<file path="src/hw/mcr_pkg.sv">
// Package for the miscellaneous configuration register group.
// It assumes configuration accesses arrive as aligned dwords with byte enables.
package mcr_pkg;

  // Configuration dword addresses (byte offsets of the aligned dwords)
  localparam logic [7:0] MCR_DW_44 = 8'h44;
  localparam logic [7:0] MCR_DW_48 = 8'h48;
  localparam logic [7:0] MCR_DW_4C = 8'h4C;
  // Register byte offsets
  localparam logic [7:0] MCR_OFS_SEL_CTRL = 8'h46;
  localparam logic [7:0] MCR_OFS_STRAP = 8'h48;
  localparam logic [7:0] MCR_OFS_SERIRQ = 8'h4A;
  localparam logic [7:0] MCR_OFS_FREEZE = 8'h4C;

  // Reset values and writable masks
  localparam logic [15:0] MCR_SEL_CTRL_RST = 16'h0000;
  localparam logic [15:0] MCR_SEL_CTRL_WMASK = 16'h1E0F;
  localparam logic [15:0] MCR_STRAP_RST = 16'h0000;
  localparam logic [15:0] MCR_STRAP_WMASK = 16'h382C;
  localparam logic [7:0] MCR_SERIRQ_RST = 8'h10;
  localparam logic [7:0] MCR_SERIRQ_WMASK = 8'h7F;
  localparam logic [7:0] MCR_FREEZE_RST = 8'h00;
  localparam logic [7:0] MCR_FREEZE_WMASK = 8'h1F;

  // Chip select control fields
  localparam int MCR_SEL0_IO_BIT = 0;
  localparam int MCR_SEL0_MEM_BIT = 1;
  localparam int MCR_SEL1_IO_BIT = 2;
  localparam int MCR_SEL1_MEM_BIT = 3;
  localparam int MCR_IRQ12_LSB = 9;
  localparam int MCR_SEL0_UBM_BIT = 11;
  localparam int MCR_SEL1_UBM_BIT = 12;
  // Strap fields
  localparam int MCR_BIOS_BIT = 0;
  localparam int MCR_MUST_LOW_LSB = 2;
  localparam int MCR_MUST_HIGH_BIT = 5;
  localparam int MCR_LEGACY_PULL_BIT = 11;
  localparam int MCR_HOST_PULL_BIT = 12;
  localparam int MCR_DISK_PULL_BIT = 13;
  // Serial IRQ fields
  localparam int MCR_START_LEN_LSB = 0;
  localparam int MCR_FRAMES_LSB = 2;
  localparam int MCR_CONT_BIT = 6;
  // Freeze fields
  localparam int MCR_PIT_BIT = 0;
  localparam int MCR_RTC_BIT = 1;
  localparam int MCR_SIT_BIT = 3;
  localparam int MCR_PMT_BIT = 4;

  // Serial IRQ timing counts in clocks, and the base number of IRQ frames
  localparam logic [3:0] MCR_START_CLKS_0 = 4'h4;
  localparam logic [3:0] MCR_START_CLKS_1 = 4'h6;
  localparam logic [3:0] MCR_START_CLKS_2 = 4'h8;
  localparam logic [6:0] MCR_FRAME_BASE = 7'h11;
  localparam logic [1:0] MCR_FRAME_CLKS = 2'h3;
  localparam logic [3:0] MCR_STOP_CLKS = 4'h2;

  // IRQ12 pin definitions
  typedef enum logic [1:0] {
    MCR_PIN_IRQ12 = 2'h0,
    MCR_PIN_NONE = 2'h1,
    MCR_PIN_SMB_ALERT = 2'h2,
    MCR_PIN_USB_OC = 2'h3
  } mcr_pin_def_e;

  // Values latched at the rising edge of power good
  typedef struct packed {
    logic pull_en;
    logic must_low_hi;
    logic must_high;
  } mcr_strap_s;

  // Configuration access request
  typedef struct packed {
    logic wr;
    logic rd;
    logic [7:0] addr;
    logic [3:0] be;
    logic [31:0] wdata;
  } mcr_cfg_req_s;

endpackage

</file>
<file path="src/hw/mcr_strap_latch.sv">
// Strap latch: synchronises power good and strap pins, captures at release.
// Assumes the strap pins hold stable around the power-good rising edge.
`timescale 1ns/1ns
`default_nettype none
module mcr_strap_latch
  import mcr_pkg::*;
(
  input wire logic i_core_clk,
  input wire logic i_reset_n,
  input wire logic i_power_good,
  input wire mcr_pkg::mcr_strap_s i_strap_pins,
  output var mcr_pkg::mcr_strap_s o_strap,
  output logic o_capture
);
  import mcr_pkg::*;

  logic [2:0] pg_sync;
  logic pg_state;
  mcr_strap_s pin_s1;
  mcr_strap_s pin_s2;
  mcr_strap_s pin_s3;
  wire pg_agree = (pg_sync[1] == pg_sync[2]);
  wire next_capture = pg_agree & pg_sync[2] & ~pg_state;

  // Three-flop synchronisers; only stages two and three are compared
  always_ff @(posedge i_core_clk or negedge i_reset_n)
    if (!i_reset_n)
    begin
      pg_sync <= 3'h0;
      pin_s1 <= '0;
      pin_s2 <= '0;
      pin_s3 <= '0;
    end
    else
    begin
      pg_sync <= {pg_sync[1:0], i_power_good};
      pin_s1 <= i_strap_pins;
      pin_s2 <= pin_s1;
      pin_s3 <= pin_s2;
    end

  // Capture on the trailing edge of the power-good reset
  always_ff @(posedge i_core_clk or negedge i_reset_n)
    if (!i_reset_n)
    begin
      pg_state <= 1'b0;
      o_strap <= '0;
      o_capture <= 1'b0;
    end
    else
    begin
      if (pg_agree)
        pg_state <= pg_sync[2];
      o_capture <= next_capture;
      if (next_capture)
        o_strap <= pin_s3;
    end
endmodule
`default_nettype wire

</file>
<file path="src/hw/mcr_serirq_seq.sv">
// Serial IRQ cycle sequencer: start, IRQ frames, stop, restart.
// Assumes the slave start indication is already synchronous to the core clock.
`timescale 1ns/1ns
`default_nettype none
module mcr_serirq_seq
  import mcr_pkg::*;
(
  input wire logic i_core_clk,
  input wire logic i_reset_n,
  input wire logic [1:0] i_start_pulse_len,
  input wire logic [3:0] i_frames,
  input wire logic i_continuous_mode_sel,
  input wire logic i_slave_start,
  output logic o_serirq_out,
  output logic o_serirq_oe,
  output logic o_in_cycle
);
  import mcr_pkg::*;

  typedef enum logic [1:0] {S_IDLE, S_START, S_FRAMES, S_STOP} mcr_sirq_state_e;
  mcr_sirq_state_e state;
  logic [6:0] cnt;
  logic [1:0] sub;
  // Reserved length code is run as the longest pulse
  wire [3:0] start_clks = (i_start_pulse_len == 2'h0) ? MCR_START_CLKS_0 :
                          (i_start_pulse_len == 2'h1) ? MCR_START_CLKS_1 : MCR_START_CLKS_2;
  wire [6:0] frame_total = MCR_FRAME_BASE + {3'h0, i_frames};
  wire go = i_continuous_mode_sel | i_slave_start;

  // Drive low during start and stop; frames belong to the slaves
  assign o_serirq_out = 1'b0;
  assign o_serirq_oe = (state == S_START) | (state == S_STOP);
  assign o_in_cycle = (state != S_IDLE);

  always_ff @(posedge i_core_clk or negedge i_reset_n)
    if (!i_reset_n)
    begin
      state <= S_IDLE;
      cnt <= 7'h00;
      sub <= 2'h0;
    end
    else
    begin
      unique case (state)
        S_IDLE:
          if (go)
          begin
            state <= S_START;
            cnt <= 7'h01;
          end
        S_START:
          if (cnt == {3'h0, start_clks})
          begin
            state <= S_FRAMES;
            cnt <= 7'h01;
            sub <= 2'h1;
          end
          else
            cnt <= cnt + 7'h01;
        S_FRAMES:
          if (sub == MCR_FRAME_CLKS)
          begin
            sub <= 2'h1;
            if (cnt == frame_total)
            begin
              state <= S_STOP;
              cnt <= 7'h01;
            end
            else
              cnt <= cnt + 7'h01;
          end
          else
            sub <= sub + 2'h1;
        S_STOP:
          if (cnt == {3'h0, MCR_STOP_CLKS})
          begin
            // Continuous mode chains straight into the next start frame
            state <= i_continuous_mode_sel ? S_START : S_IDLE;
            cnt <= 7'h01;
          end
          else
            cnt <= cnt + 7'h01;
      endcase
    end
endmodule
`default_nettype wire

</file>
<file path="src/hw/mcr_regs.sv">
// Miscellaneous configuration register group: chip-select control, strap
// latch, serial IRQ control and probe-ready timer freeze.
// Assumes configuration cycles come synchronous to the core clock as dwords.
// Function
// - Select0 IO enable decodes IO monitor three
// - Select0 memory enable uses memory monitor one
// - Select1 IO enable decodes IO monitor four
// - Select1 memory enable uses memory monitor two
// - Space bits inert without pin function
// - Two-bit field defines IRQ12 pin use
// - Select0 upper mask drops address bits 10:8
// - Select1 upper mask drops address bits 10:8
// - Strap defaults latched at power-good release
// - BIOS strap bit routes ROM accesses
// - Pull enables default from speaker strap
// - Start pulse lasts four, six, eight clocks
// - Seventeen plus field three-clock IRQ frames
// - Continuous mode restarts after each stop
// - Quiet mode waits for slave start
// - Probe-ready freezes selected counters when enabled
// - Bit zero halts interval timers
// - Bit one halts clock-calendar counters
// - Bits three, four halt inactivity, PM timers
// - Freeze bit two is plain storage
`timescale 1ns/1ns
`default_nettype none
module mcr_regs
  import mcr_pkg::*;
(
  input wire logic i_core_clk,
  input wire logic i_reset_n,
  // Configuration access
  input wire mcr_pkg::mcr_cfg_req_s i_cfg,
  output logic [31:0] o_cfg_rdata,
  // Pin-function selections from the pin-function registers
  input wire logic i_sel0_pin_function_reg,
  input wire logic i_sel1_pin_function_reg,
  input wire logic i_probe_pin_function_reg,
  // Cycle being decoded
  input wire logic i_io_cycle,
  input wire logic i_mem_cycle,
  input wire logic [15:0] i_io_addr,
  input wire logic [15:0] i_io_range3_base,
  input wire logic [7:0] i_io_range3_mask,
  input wire logic [15:0] i_io_range4_base,
  input wire logic [7:0] i_io_range4_mask,
  input wire logic i_mem_range1_hit,
  input wire logic i_mem_range2_hit,
  output logic o_periph_select_zero_n,
  output logic o_periph_select_one_n,
  output logic o_claim_to_isa,
  // IRQ12 pin
  input wire logic i_irq12_pin,
  output logic o_irq12_req,
  output logic o_irq12_pin_used,
  output logic o_smbus_alert_n,
  output logic o_usb_overcurrent_one_n,
  // Straps
  input wire logic i_power_good,
  input wire logic i_speaker_strap_pin,
  input wire logic i_rom_keyboard_select_n,
  input wire logic i_channel_ready_pin,
  input wire logic i_bios_route_pin,
  output logic o_rom_to_isa,
  output logic o_legacy_bus_pull_en,
  output logic o_host_bus_pull_en,
  output logic o_disk_bus_pull_en,
  // Serial IRQ
  input wire logic i_serirq_slave_start,
  output logic o_serirq_out,
  output logic o_serirq_oe,
  output logic o_serirq_active,
  // Probe-ready freezes
  input wire logic i_probe_ready,
  output logic o_interval_timer_halt,
  output logic o_clock_calendar_halt,
  output logic o_inactivity_timer_halt,
  output logic o_pm_timer_halt
);
  import mcr_pkg::*;

  localparam int SYNC_N = 3;

  logic [15:0] sel_ctrl;
  logic [15:0] strap_reg;
  logic [7:0] serirq_ctrl;
  logic [7:0] freeze;
  mcr_strap_s strap_val;
  logic strap_capture;

  // Pin inputs: three flops; a change is taken once stages two and three agree
  logic [SYNC_N-1:0] pin_raw;
  logic [SYNC_N-1:0] pin_s1;
  logic [SYNC_N-1:0] pin_s2;
  logic [SYNC_N-1:0] pin_s3;
  logic [SYNC_N-1:0] pin_q;
  assign pin_raw = {i_bios_route_pin, i_probe_ready, i_irq12_pin};

  genvar gi;
  generate
    for (gi = 0; gi < SYNC_N; gi++)
    begin : g_sync
      // Stage one feeds stage two only, so no logic sees a metastable value
      always_ff @(posedge i_core_clk or negedge i_reset_n)
        if (!i_reset_n)
        begin
          pin_s1[gi] <= 1'b0;
          pin_s2[gi] <= 1'b0;
          pin_s3[gi] <= 1'b0;
          pin_q[gi] <= 1'b0;
        end
        else
        begin
          pin_s1[gi] <= pin_raw[gi];
          pin_s2[gi] <= pin_s1[gi];
          pin_s3[gi] <= pin_s2[gi];
          if (pin_s2[gi] == pin_s3[gi])
            pin_q[gi] <= pin_s3[gi];
        end
    end
  endgenerate

  wire irq12_q = pin_q[0];
  wire probe_q = pin_q[1];
  wire bios_q = pin_q[2];

  // Strap capture at the rising edge of power good
  mcr_strap_latch u_strap (
    .i_core_clk(i_core_clk),
    .i_reset_n(i_reset_n),
    .i_power_good(i_power_good),
    .i_strap_pins({i_speaker_strap_pin, i_rom_keyboard_select_n, i_channel_ready_pin}),
    .o_strap(strap_val),
    .o_capture(strap_capture)
  );

  // Address decode of the dword and its byte lanes
  wire hit_44 = (i_cfg.addr[7:2] == MCR_DW_44[7:2]);
  wire hit_48 = (i_cfg.addr[7:2] == MCR_DW_48[7:2]);
  wire hit_4c = (i_cfg.addr[7:2] == MCR_DW_4C[7:2]);
  wire wr_44 = i_cfg.wr & hit_44;
  wire wr_48 = i_cfg.wr & hit_48;
  wire wr_4c = i_cfg.wr & hit_4c;
  wire [15:0] be_sel = {{8{i_cfg.be[3]}}, {8{i_cfg.be[2]}}};
  wire [15:0] be_lo = {{8{i_cfg.be[1]}}, {8{i_cfg.be[0]}}};

  // Write merge: only enabled lanes and writable bits change
  wire [15:0] sel_wmask = be_sel & MCR_SEL_CTRL_WMASK;
  wire [15:0] next_sel_ctrl = (sel_ctrl & ~sel_wmask) | (i_cfg.wdata[31:16] & sel_wmask);
  wire [15:0] strap_wmask = be_lo & MCR_STRAP_WMASK;
  wire [15:0] next_strap_wr = (strap_reg & ~strap_wmask) | (i_cfg.wdata[15:0] & strap_wmask);
  wire [7:0] sirq_wmask = {8{i_cfg.be[2]}} & MCR_SERIRQ_WMASK;
  wire [7:0] next_serirq = (serirq_ctrl & ~sirq_wmask) | (i_cfg.wdata[23:16] & sirq_wmask);
  wire [7:0] frz_wmask = {8{i_cfg.be[0]}} & MCR_FREEZE_WMASK;
  wire [7:0] next_freeze = (freeze & ~frz_wmask) | (i_cfg.wdata[7:0] & frz_wmask);

  // Strap latch values land in their fields; capture wins over a write
  logic [15:0] strap_load;
  always_comb
  begin
    strap_load = next_strap_wr;
    strap_load[MCR_MUST_LOW_LSB+1] = strap_val.must_low_hi;
    strap_load[MCR_MUST_LOW_LSB] = 1'b0;
    strap_load[MCR_MUST_HIGH_BIT] = strap_val.must_high;
    strap_load[MCR_LEGACY_PULL_BIT] = strap_val.pull_en;
    strap_load[MCR_HOST_PULL_BIT] = strap_val.pull_en;
    strap_load[MCR_DISK_PULL_BIT] = strap_val.pull_en;
  end

  // Chip-select and strap registers
  always_ff @(posedge i_core_clk or negedge i_reset_n)
    if (!i_reset_n)
    begin
      sel_ctrl <= MCR_SEL_CTRL_RST;
      strap_reg <= MCR_STRAP_RST;
    end
    else
    begin
      if (wr_44)
        sel_ctrl <= next_sel_ctrl;
      if (strap_capture)
        strap_reg <= strap_load;
      else if (wr_48)
        strap_reg <= next_strap_wr;
    end

  // Serial IRQ control and freeze registers
  always_ff @(posedge i_core_clk or negedge i_reset_n)
    if (!i_reset_n)
    begin
      serirq_ctrl <= MCR_SERIRQ_RST;
      freeze <= MCR_FREEZE_RST;
    end
    else
    begin
      if (wr_48)
        serirq_ctrl <= next_serirq;
      if (wr_4c)
        freeze <= next_freeze;
    end

  // Read data: bit 0 of the strap register shows the live pin, not storage
  logic [15:0] strap_rd;
  always_comb
  begin
    strap_rd = strap_reg;
    strap_rd[MCR_BIOS_BIT] = bios_q;
  end
  wire [31:0] rd_mux = hit_44 ? {sel_ctrl, 16'h0000} :
                       hit_48 ? {8'h00, serirq_ctrl, strap_rd} :
                       hit_4c ? {24'h00_0000, freeze} : 32'h0000_0000;

  // Read data is registered so the answer follows the read by one clock
  always_ff @(posedge i_core_clk or negedge i_reset_n)
    if (!i_reset_n)
      o_cfg_rdata <= 32'h0000_0000;
    else if (i_cfg.rd)
      o_cfg_rdata <= rd_mux;

  // IO range compare; upper mask widens the mask into bits 10:8
  wire [15:0] mask3 = {5'h00, {3{sel_ctrl[MCR_SEL0_UBM_BIT]}}, i_io_range3_mask};
  wire [15:0] mask4 = {5'h00, {3{sel_ctrl[MCR_SEL1_UBM_BIT]}}, i_io_range4_mask};
  wire io3_hit = (((i_io_addr ^ i_io_range3_base) & ~mask3) == 16'h0000);
  wire io4_hit = (((i_io_addr ^ i_io_range4_base) & ~mask4) == 16'h0000);

  // Space bits only matter when the pin carries the select function
  wire sel0_io = i_sel0_pin_function_reg & sel_ctrl[MCR_SEL0_IO_BIT] & i_io_cycle & io3_hit;
  wire sel0_mem = i_sel0_pin_function_reg & sel_ctrl[MCR_SEL0_MEM_BIT] & i_mem_cycle & i_mem_range1_hit;
  wire sel1_io = i_sel1_pin_function_reg & sel_ctrl[MCR_SEL1_IO_BIT] & i_io_cycle & io4_hit;
  wire sel1_mem = i_sel1_pin_function_reg & sel_ctrl[MCR_SEL1_MEM_BIT] & i_mem_cycle & i_mem_range2_hit;

  // Selects are registered: one clock after the decoded cycle
  always_ff @(posedge i_core_clk or negedge i_reset_n)
    if (!i_reset_n)
    begin
      o_periph_select_zero_n <= 1'b1;
      o_periph_select_one_n <= 1'b1;
      o_claim_to_isa <= 1'b0;
    end
    else
    begin
      o_periph_select_zero_n <= ~(sel0_io | sel0_mem);
      o_periph_select_one_n <= ~(sel1_io | sel1_mem);
      o_claim_to_isa <= sel0_io | sel0_mem | sel1_io | sel1_mem;
    end

  // IRQ12 pin steering; unused destinations sit at their idle level
  mcr_pin_def_e pin_def;
  assign pin_def = mcr_pin_def_e'(sel_ctrl[MCR_IRQ12_LSB+1:MCR_IRQ12_LSB]);
  always_ff @(posedge i_core_clk or negedge i_reset_n)
    if (!i_reset_n)
    begin
      o_irq12_req <= 1'b0;
      o_irq12_pin_used <= 1'b1;
      o_smbus_alert_n <= 1'b1;
      o_usb_overcurrent_one_n <= 1'b1;
    end
    else
    begin
      o_irq12_req <= (pin_def == MCR_PIN_IRQ12) & irq12_q;
      o_irq12_pin_used <= (pin_def != MCR_PIN_NONE);
      o_smbus_alert_n <= ~((pin_def == MCR_PIN_SMB_ALERT) & ~irq12_q);
      o_usb_overcurrent_one_n <= ~((pin_def == MCR_PIN_USB_OC) & ~irq12_q);
    end

  // Strap-driven controls
  assign o_rom_to_isa = bios_q;
  assign o_legacy_bus_pull_en = strap_reg[MCR_LEGACY_PULL_BIT];
  assign o_host_bus_pull_en = strap_reg[MCR_HOST_PULL_BIT];
  assign o_disk_bus_pull_en = strap_reg[MCR_DISK_PULL_BIT];

  // Serial IRQ cycle sequencing
  mcr_serirq_seq u_serirq (
    .i_core_clk(i_core_clk),
    .i_reset_n(i_reset_n),
    .i_start_pulse_len(serirq_ctrl[MCR_START_LEN_LSB+1:MCR_START_LEN_LSB]),
    .i_frames(serirq_ctrl[MCR_FRAMES_LSB+3:MCR_FRAMES_LSB]),
    .i_continuous_mode_sel(serirq_ctrl[MCR_CONT_BIT]),
    .i_slave_start(i_serirq_slave_start),
    .o_serirq_out(o_serirq_out),
    .o_serirq_oe(o_serirq_oe),
    .o_in_cycle(o_serirq_active)
  );

  // Freezes apply only while probe-ready is active and its pin function chosen
  wire frz_on = i_probe_pin_function_reg & probe_q;
  assign o_interval_timer_halt = frz_on & freeze[MCR_PIT_BIT];
  assign o_clock_calendar_halt = frz_on & freeze[MCR_RTC_BIT];
  assign o_inactivity_timer_halt = frz_on & freeze[MCR_SIT_BIT];
  assign o_pm_timer_halt = frz_on & freeze[MCR_PMT_BIT];

endmodule
`default_nettype wire

</file>
<file path="config.mk">
export PLATFORM = sky130hd
export DESIGN_NAME = mcr_regs
export DESIGN_NICKNAME = d
export VERILOG_FILES = /design/src/hw/mcr_pkg.sv /design/src/hw/mcr_strap_latch.sv /design/src/hw/mcr_serirq_seq.sv /design/src/hw/mcr_regs.sv
export SDC_FILE = /design/constraint.sdc
export NUM_CORES = 1
export LEC_CHECK = 0
export CORE_UTILIZATION = 42
export DETAILED_ROUTE_END_ITERATION = 10
export DONT_BUFFER_PORTS = 1
export GPL_TIMING_DRIVEN = 1
export PLACE_DENSITY = 0.67
export SLEW_MARGIN = 5
export SYNTH_ARGS = -nofsm -noshare
export SYNTH_HDL_FRONTEND = slang
export SYNTH_SLANG_ARGS = --single-unit
</file>
<file path="constraint.sdc">
create_clock -name i_core_clk -period 2.22 [get_ports i_core_clk]
set_input_delay 0.111 -clock i_core_clk [delete_from_list [all_inputs] [get_ports i_core_clk]]
set_output_delay 0.111 -clock i_core_clk [all_outputs]
set_load 0.005 [all_outputs]
</file>
==> impl_metrics.env, run 1 <==
export IMPL_start_kind="register"
export IMPL_drtPass1Iterations=4
export IMPL_track_usage=0.194
export IMPL_die_y_um=105
export IMPL_path_cells="ha_4 > xor2_1 > a2111oi_4 > o221ai_4 > a211oi_2 > mux2_1"
export IMPL_cts_tree="built"
export IMPL_synth_edff_count=0
export IMPL_synth_cells=393
export IMPL_drv_cap=0
export IMPL_fmax_mhz=479
export IMPL_powerDensity_nw_per_um2=815
export IMPL_hold_slack_ns=-0.561
export IMPL_p_leak_nw=2.18
export IMPL_avgRoutedWirePerCell_um=18.0
export IMPL_path_buf_inv=0
export IMPL_io_pins=177
export IMPL_insertion_delay_ns=0.36
export IMPL_grt_pass1_wl_um=16400
export IMPL_postCtsHoldBufs=32
export IMPL_cts_sinks=93
export IMPL_finClkSkew_ns=0.00539
export IMPL_ys_types=62
export IMPL_overflow=0
export IMPL_critical_path_max_fanout=3
export IMPL_layout_commonest_cell="dfrtp_1"
export IMPL_cts_made_buffers=9
export IMPL_yosysWarnings=0
export IMPL_async_reset_ff_frac=1.00
export IMPL_preCtsSetupSlack_ns=-0.0181
export IMPL_drtIter0Drc=204
export IMPL_period_minus_slack_ns=2.09
export IMPL_critical_path_class="register to register"
export IMPL_drive_gt1_frac=0.158
export IMPL_clock_path_buffers=2
export IMPL_min_path_type="input pin to asynchronous set/reset pin"
export IMPL_required_ns=2.47
export IMPL_dpl_hpwl_um=7310
export IMPL_clk_pin_slew_ns=0.10
export IMPL_cpPeakStageDelay_ns=0.42
export IMPL_avgSynthCellArea_um2=11.4
export IMPL_cts_root_buffer="clkbuf_8"
export IMPL_design_die_area_um2=11100
export IMPL_layout_nets=564
export IMPL_regArea_um2=2330
export IMPL_finalWeightedCongestion=0.774
export IMPL_crit_family="compound AO/OA/AOI/OAI gates"
export IMPL_rsz0062_at_grt="false"
export IMPL_wl_um=10200
export IMPL_core_um2=10300
export IMPL_grt_pass1_vias=3218
export IMPL_place_inst=519
export IMPL_synth_seq_area_share=0.521
export IMPL_synth_area_um2=4480
export IMPL_grt_antenna_before_repair=1
export IMPL_slowest_stage="dfrtp_1"
export IMPL_ys_flop_type="dfrtp_1"
export IMPL_htreeDepth=3
export IMPL_endpoint_kind="register"
export IMPL_final_cell_mix="87 x dfrtp_1, 31 x dlygate4sd3_1, 25 x inv_1, 25 x mux2_2"
export IMPL_via_per_inst=5.39
export IMPL_grt_max_degree=94
export IMPL_final_cells=568
export IMPL_drc=0
export IMPL_rows=37
export IMPL_finalCritPeriodShare=0.940
export IMPL_die_w_um=105
export IMPL_irDropWorstVdd_uv=470
export IMPL_arrival_ns=2.33
export IMPL_ys_seq_elements=93
export IMPL_route_vias_total=3059
export IMPL_status="complete, but fails checks"
export IMPL_port_buffers=0
export IMPL_violations="hold timing"
export IMPL_setup_viol=0
export IMPL_fill_cells=926
export IMPL_ant_nets=0
export IMPL_synthToLayoutAreaGrowth_pct=14.0
export IMPL_initial_utilization=0.434
export IMPL_report_final_slew_viol_count=0
export IMPL_multiInputGateArea_um2=1960
export IMPL_fin_ws_ns=0.134
export IMPL_hold_violations=93
## power breakdown
part / switching, W / internal, W
registers: 0.000192 / 0.00188
logic: 0.000539 / 0.000504
clock network: 0.000621 / 0.000425
total: 0.00135 / 0.00281
## per-stage QoR
step           hold WS [ns]  setup TNS [ns]  utilization  instance area [um^2]  power (W)
3_3_place_gp         -0.181               0        0.443                  4570    0.00305
4_1_cts              -0.589               0        0.492                  5080    0.00421
3_5_place_dp         -0.181         -0.0181        0.443                  4570    0.00309
5_1_grt              -0.589               0        0.495                  5110    0.00445
6_report             -0.561               0        0.495                  5110    0.00416
2_1_floorplan        -0.185               0            -                  4530    0.00291
## area by class of cell
class / count / area share
Multi-Input combinational cell: 259 / 0.383
Clock buffer: 9 / 0.0242
Tap cell: 136 / 0.0333
Inverter: 25 / 0.0184
Clock inverter: 7 / 0.0110
Sequential cell: 93 / 0.457
Antenna cell: 1 / 0.000489
Timing Repair Buffer: 38 / 0.0734
## layer usage
metal	GRT usage	vias up	routed length [um]
met2	0.345	125	5380
met5	0	-	0
met1	0.215	1485	3860
met4	0.0915	0	269
met3	0.0501	18	709
li1	-	1431	-
## cells by family (layout without fill, tap and decap cells)
group                      after synthesis  in the layout  synth area share
DFF                                     93             93             0.521
and+or+nand+nor                         88             88             0.109
AOI/OAI and AO/OA                       77             77             0.125
buffers and inverters                   53             79            0.0600
xor gates and xnor gates                35             35            0.0684
muxes                                   32             32            0.0787
adders and majority gates               14             14            0.0374
other                                    1             14          0.000836
## synthesized netlist by cell type, types with 3 or more instances
cell type,number,area [um^2]
mux2_2,25,282
maj3_1,3,30.0
mux2i_1,6,60.1
o21ai_1,3,15.0
o22a_1,3,26.3
a22oi_1,7,52.6
dfstp_2,6,158
a22o_1,3,26.3
o21ai_0,20,100
inv_1,25,93.8
clkbuf_1,9,33.8
nor2_1,11,41.3
xnor2_1,20,175
nand3_1,19,95.1
nor3_1,5,25.0
nand2_1,11,41.3
ha_1,11,138
nand3b_1,3,22.5
and3_1,14,87.6
o22ai_1,4,25.0
buf_4,14,105
a21oi_1,13,65.1
and2_1,3,18.8
nor2b_1,4,25.0
nand2b_1,3,18.8
nor4_1,5,31.3
dfrtp_1,87,2180
xor2_1,15,131
## path summary, 6_finish.rpt
| kind | startpoint | endpoint | slack (ns) | cells after the start |
|---|---|---|---|---|
| max | register | u_serirq.state[1] | 0.13 | 6 |
| min | i_reset_n | o_cfg_rdata[12] | -0.56 | 0 |
| max reg2reg | register | u_serirq.state[1] | 0.13 | 6 |
| min reg2reg | u_strap.pin_s2[2] | u_strap.pin_s3[2] | 0.35 | 0 |
| max in group asynchronous | i_reset_n | o_usb_overcurrent_one_n | 2.56 | 0 |
| min in group i_core_clk | i_mem_cycle | o_claim_to_isa | 0.04 | 2 |
## repair_timing
item	CTS	global route
pin swaps	1	5
buffers inserted	0	0
hold endpoints to repair	148	93
resized for setup	0	4
endpoints found under the setup margin	1	5
Power figures use the tool's default switching activity.
==> run 2: changes to the inputs <==
Settings changed: CORE_UTILIZATION 42 to 50, PLACE_DENSITY 0.67 to 0.73.
Clock period 2.22 ns to 2.4 ns, I/O delays scaled along.
==> run 2 against run 1 <==
The run now ends clean; core utilization increased by 8.6 points; wire length shrank 5.8%; final area fell by 0.93%; via count down 2.7%; total power decreased by 3.4%; global-route usage increased by 1.8 points; register-to-register slack about the same; first-iteration DRC count shrank 18%; sequential share of layout area rose by 0.43 points; flip-flop and latch count unchanged.
==> impl_metrics.env, run 2 (synthesis gave the netlist of run 1 again) <==
export IMPL_status="finished, final reports clean"
export IMPL_switching_power_w=0.00129
export IMPL_min_path_type="input pin to register"
export IMPL_post_route_util=0.581
export IMPL_hold_violations=0
export IMPL_finalPower_w=0.00402
export IMPL_drive_gt1_frac=0.148
export IMPL_drtPass1Iterations=4
export IMPL_via_per_inst=5.56
export IMPL_period_minus_slack_ns=2.26
export IMPL_arrival_ns=2.49
export IMPL_fmax_mhz=443
export IMPL_drv_cap=0
export IMPL_final_cell_mix="87 x dfrtp_1, 30 x dlygate4sd3_1, 25 x inv_1, 25 x mux2_2"
export IMPL_antenna_cells=0
export IMPL_fill_cells=719
export IMPL_port_buffers=0
export IMPL_drc=0
export IMPL_report_final_slew_viol_count=0
export IMPL_powerDensity_nw_per_um2=795
export IMPL_rrSetupSlack_ns=0.14
export IMPL_regToRegEndpoint="u_serirq.state[1]"
export IMPL_start_kind="register"
export IMPL_combPwrFrac=0.247
export IMPL_clk_pin_slew_ns=0.09
export IMPL_grt_max_degree=94
export IMPL_critical_path_class="register to register"
export IMPL_tightest_slew_ns=0.503
export IMPL_slew_limit_headroom=0.662
export IMPL_setup_viol=0
export IMPL_route_vias_total=2977
export IMPL_cts_root_buffer="clkbuf_8"
export IMPL_avgRoutedWirePerCell_um=18.0
export IMPL_irDropWorstVdd_uv=587
export IMPL_finalWeightedCongestion=0.824
export IMPL_place_inst=487
export IMPL_worstHoldStart="i_cfg[12]"
export IMPL_wl_um=9630
export IMPL_design_die_area_um2=9350
export IMPL_intPower_w=0.00274
export IMPL_setup_tns_ns=0
export IMPL_overflow=0
export IMPL_io_pins=177
export IMPL_grt_pass1_vias=3157
export IMPL_htreeDepth=3
export IMPL_rows=34
export IMPL_clock_path_buffers=2
export IMPL_multiInputGateArea_um2=1930
export IMPL_holdPathStages=2
export IMPL_critical_path_max_fanout=5
export IMPL_layout_commonest_cell="dfrtp_1"
export IMPL_cts_sinks=93
export IMPL_hold_slack_ns=0.0280
export IMPL_synthToLayoutAreaGrowth_pct=12.9
export IMPL_swShare=0.320
export IMPL_insertion_delay_ns=0.35
export IMPL_cts_made_buffers=9
export IMPL_finalCritPeriodShare=0.941
export IMPL_grt_pass1_wl_um=15600
export IMPL_dpl_hpwl_um=6910
export IMPL_endpoint_kind="register"
export IMPL_final_cells=535
export IMPL_r2r_cells=6
export IMPL_layout_nets=560
export IMPL_postCtsSetupBuffers=0
export IMPL_die_w_um=96.7
export IMPL_cts_tree="built"
export IMPL_core_um2=8720
export IMPL_p_clk_frac=0.276
export IMPL_required_ns=2.63
export IMPL_grt_antenna_before_repair=0
export IMPL_cts_resized=0
export IMPL_regArea_um2=2330
export IMPL_p_leak_nw=2.17
export IMPL_initial_utilization=0.514
export IMPL_track_usage=0.211
export IMPL_rsz0062_at_grt="false"
export IMPL_drtIter0Drc=168
export IMPL_die_y_um=96.7
export IMPL_finClkSkew_ns=0.0167
export IMPL_p_seq_frac=0.478
export IMPL_ant_nets=0
-- run 2: final cells by class --
cell class	instances	area share
Sequential cell	93	0.461
Multi-Input combinational cell	259	0.380
Clock buffer	10	0.0272
Inverter	25	0.0185
Clock inverter	6	0.0148
Tap cell	108	0.0267
Timing Repair Buffer	34	0.0716
-- run 2: critical path: stages, from the launching register on --
cell and delay (ns):
dfrtp_1 0.44, ha_1 0.32, xor2_1 0.19, a2111oi_4 0.34, o221ai_2 0.21, a211oi_2 0.30, mux2_1 0.35
-- run 2: metal layers --
| metal | part of all wire | global-route usage | vias to the layer above |
|---|---|---|---|
| met4 | 0.027 | 0.0907 | 0 |
| li1 | - | - | 1417 |
| met1 | 0.40 | 0.254 | 1426 |
| met5 | 0 | 0 | - |
| met3 | 0.046 | 0.0347 | 19 |
| met2 | 0.52 | 0.375 | 115 |
-- run 2: power groups by stage --
stage	logic [W]	registers (W)	clock network [W]
after floorplan	0.000809	0.00188	0
after global placement	0.000863	0.00194	0
after CTS	0.00100	0.00192	0.00114
final	0.000992	0.00192	0.00111
after global routing	0.00111	0.00195	0.00120
after detailed placement	0.000905	0.00195	0
-- run 2: metrics by stage --
step,worst slack [ns],area (um^2)
global placement,0.154,4500
floorplan,0.239,4530
global route,0.00515,5060
finish,0.142,5060
CTS,0.0926,5060
detailed placement,0.102,4500
-- run 2: worst max path at each step --
stage,endpoint,slack [ns],cells after the start
4_1_cts,u_serirq.state[1],0.09,6
3_5_place_dp,u_serirq.state[1],0.10,6
5_1_grt,u_serirq.state[1],0.005,6
3_3_place_gp,u_serirq.state[1],0.15,6
2_1_floorplan,u_serirq.state[1],0.24,6
6_report,u_serirq.state[1],0.14,6
-- run 2: timing repair --
action                                 CTS  global route
setup endpoints to repair                0             2
endpoints found under the hold margin  147             0
hold buffers                            32             0
==> run 3: changes to the inputs <==
Settings changed: CORE_UTILIZATION 50 to 40, PLACE_DENSITY 0.73 to 0.62.
Clock period 2.4 ns to 2.25 ns, I/O delays scaled along.
==> run 3 against run 2 <==
The run now ends with hold timing left; sequential share of layout area is 0.84 points lower; first-iteration DRC count fell by 42%; register-to-register slack worse by 0.02 ns; final cell count up 7.3%; non-clock buffer count grew 7; die area grew 24%; sequential power increased by 7%; flip-flop and latch count unchanged; wire length rose by 7.1%; via count increased by 3.8%; core utilization decreased by 11 points; total power is 5.8% higher; critical path type unchanged; largest power group unchanged; highest routed layer unchanged.
==> impl_metrics.env, run 3 (synthesis gave the netlist of run 1 again) <==
export IMPL_path_depth=6
export IMPL_period_minus_slack_ns=2.13
export IMPL_layout_commonest_cell="dfrtp_1"
export IMPL_dpl_hpwl_um=7480
export IMPL_path_cells="ha_2 > o21ba_1 > a221oi_2 > o221ai_4 > a211oi_2 > mux2_1"
export IMPL_track_usage=0.185
export IMPL_crit_family="compound AO/OA/AOI/OAI gates"
export IMPL_final_area_um2=5160
export IMPL_cpPeakStageDelay_ns=0.40
export IMPL_p_seq_frac=0.480
export IMPL_start_kind="register"
export IMPL_combPwrFrac=0.253
export IMPL_swShare=0.310
export IMPL_io_pins=177
export IMPL_synthToLayoutAreaGrowth_pct=15.0
export IMPL_grt_pass1_wl_um=15900
export IMPL_grt_pass1_vias=3276
export IMPL_drv_cap=0
export IMPL_p_clk_frac=0.267
export IMPL_clk_pin_slew_ns=0.09
export IMPL_port_buffers=0
export IMPL_report_final_slew_viol_count=0
export IMPL_r2r_cells=6
export IMPL_ant_nets=0
export IMPL_route_vias_total=3089
export IMPL_finClkSkew_ns=0.00820
export IMPL_insertion_delay_ns=0.35
export IMPL_status="complete, but fails checks"
export IMPL_die_w_um=108
export IMPL_avgRoutedWirePerCell_um=18.0
export IMPL_critical_path_class="register to register"
export IMPL_cts_tree="built"
export IMPL_drc=0
export IMPL_drtIter0Drc=97
export IMPL_required_ns=2.49
export IMPL_clock_path_buffers=2
export IMPL_drtPass1Iterations=4
export IMPL_hold_violations=93
export IMPL_min_path_type="input pin to asynchronous set/reset pin"
export IMPL_die_y_um=108
export IMPL_endpoint_kind="register"
export IMPL_violations="hold timing"
export IMPL_grt_max_degree=94
export IMPL_arrival_ns=2.36
export IMPL_drive_gt1_frac=0.157
export IMPL_path_buf_inv=0
export IMPL_grt_antenna_before_repair=0
export IMPL_wl_um=10300
export IMPL_postCtsHoldBufs=34
export IMPL_initial_utilization=0.412
export IMPL_rows=38
export IMPL_slowest_stage="dfrtp_1"
export IMPL_irDropWorstVdd_uv=416
export IMPL_setup_viol=0
export IMPL_switching_power_w=0.00132
export IMPL_critical_path_max_fanout=4
export IMPL_fin_ws_ns=0.121
export IMPL_finalPower_w=0.00426
export IMPL_layout_nets=567
export IMPL_fmax_mhz=470
export IMPL_finalWeightedCongestion=0.784
export IMPL_via_per_inst=5.38
export IMPL_cts_root_buffer="clkbuf_8"
export IMPL_cts_sinks=93
export IMPL_hold_slack_ns=-0.557
export IMPL_placed_area_um2=4570
export IMPL_preCtsSetupSlack_ns=0.00870
export IMPL_intPower_w=0.00294
export IMPL_core_um2=10900
export IMPL_overflow=0
export IMPL_p_leak_nw=2.20
export IMPL_design_die_area_um2=11600
export IMPL_htreeDepth=3
export IMPL_cts_made_buffers=9
export IMPL_powerDensity_nw_per_um2=826
export IMPL_antenna_cells=0
export IMPL_finalCritPeriodShare=0.946
export IMPL_final_cell_mix="87 x dfrtp_1, 33 x dlygate4sd3_1, 25 x inv_1, 25 x mux2_2"
[run 3: path summary, 6_finish.rpt]
path / start / endpoint / slack, ns
min in group i_core_clk: i_sel1_pin_function_reg / o_claim_to_isa / 0.02
setup / recovery: register / u_serirq.state[1] / 0.12
setup reg to reg: register / u_serirq.state[1] / 0.12
hold reg to reg: pin_s1[1] / pin_s2[1] / 0.35
max in group asynchronous: i_reset_n / o_smbus_alert_n / 2.58
hold / removal: i_reset_n / asynchronous set/reset pin / -0.56
[run 3: area by class of cell]
| class | count | area (um^2) |
|---|---|---|
| Inverter | 25 | 93.8 |
| Clock inverter | 5 | 65.1 |
| Tap cell | 140 | 175 |
| Clock buffer | 11 | 141 |
| Fill cell | 990 | 5730 |
| Multi-Input combinational cell | 259 | 1950 |
| Sequential cell | 93 | 2330 |
| Timing Repair Buffer | 41 | 403 |
[run 3: repair_timing]
item | CTS | global route
cloned | 0 | 0
resized for setup | 0 | 3
hold endpoints to repair | 149 | 93
pin swaps | 1 | 4
endpoints found under the setup margin | 1 | 5
setup buffers | 0 | 2
[run 3: power groups by stage]
stage	sequential [W]	combinational, W	clock (W)
after floorplan	0.00201	0.000863	0
after global placement	0.00206	0.000948	0
after detailed placement	0.00208	0.000985	0
after CTS	0.00205	0.00106	0.00119
after global routing	0.00208	0.00121	0.00126
final	0.00205	0.00108	0.00114
[run 3: metal layers]
| metal | global-route usage | part of all wire | vias to the layer above |
|---|---|---|---|
| li1 | - | - | 1429 |
| met2 | 0.335 | 0.52 | 134 |
| met4 | 0.0949 | 0.034 | 0 |
| met3 | 0.0400 | 0.067 | 22 |
| met5 | 0 | 0 | - |
| met1 | 0.201 | 0.38 | 1504 |
[run 3: through the flow]
stage               utilization  std cells  TNS (ns)
floorplan                     -        405         0
global placement          0.419        522         0
detailed placement        0.419        522         0
CTS                       0.471        572         0
global route              0.474        574   -0.0114
finish                    0.474        574         0
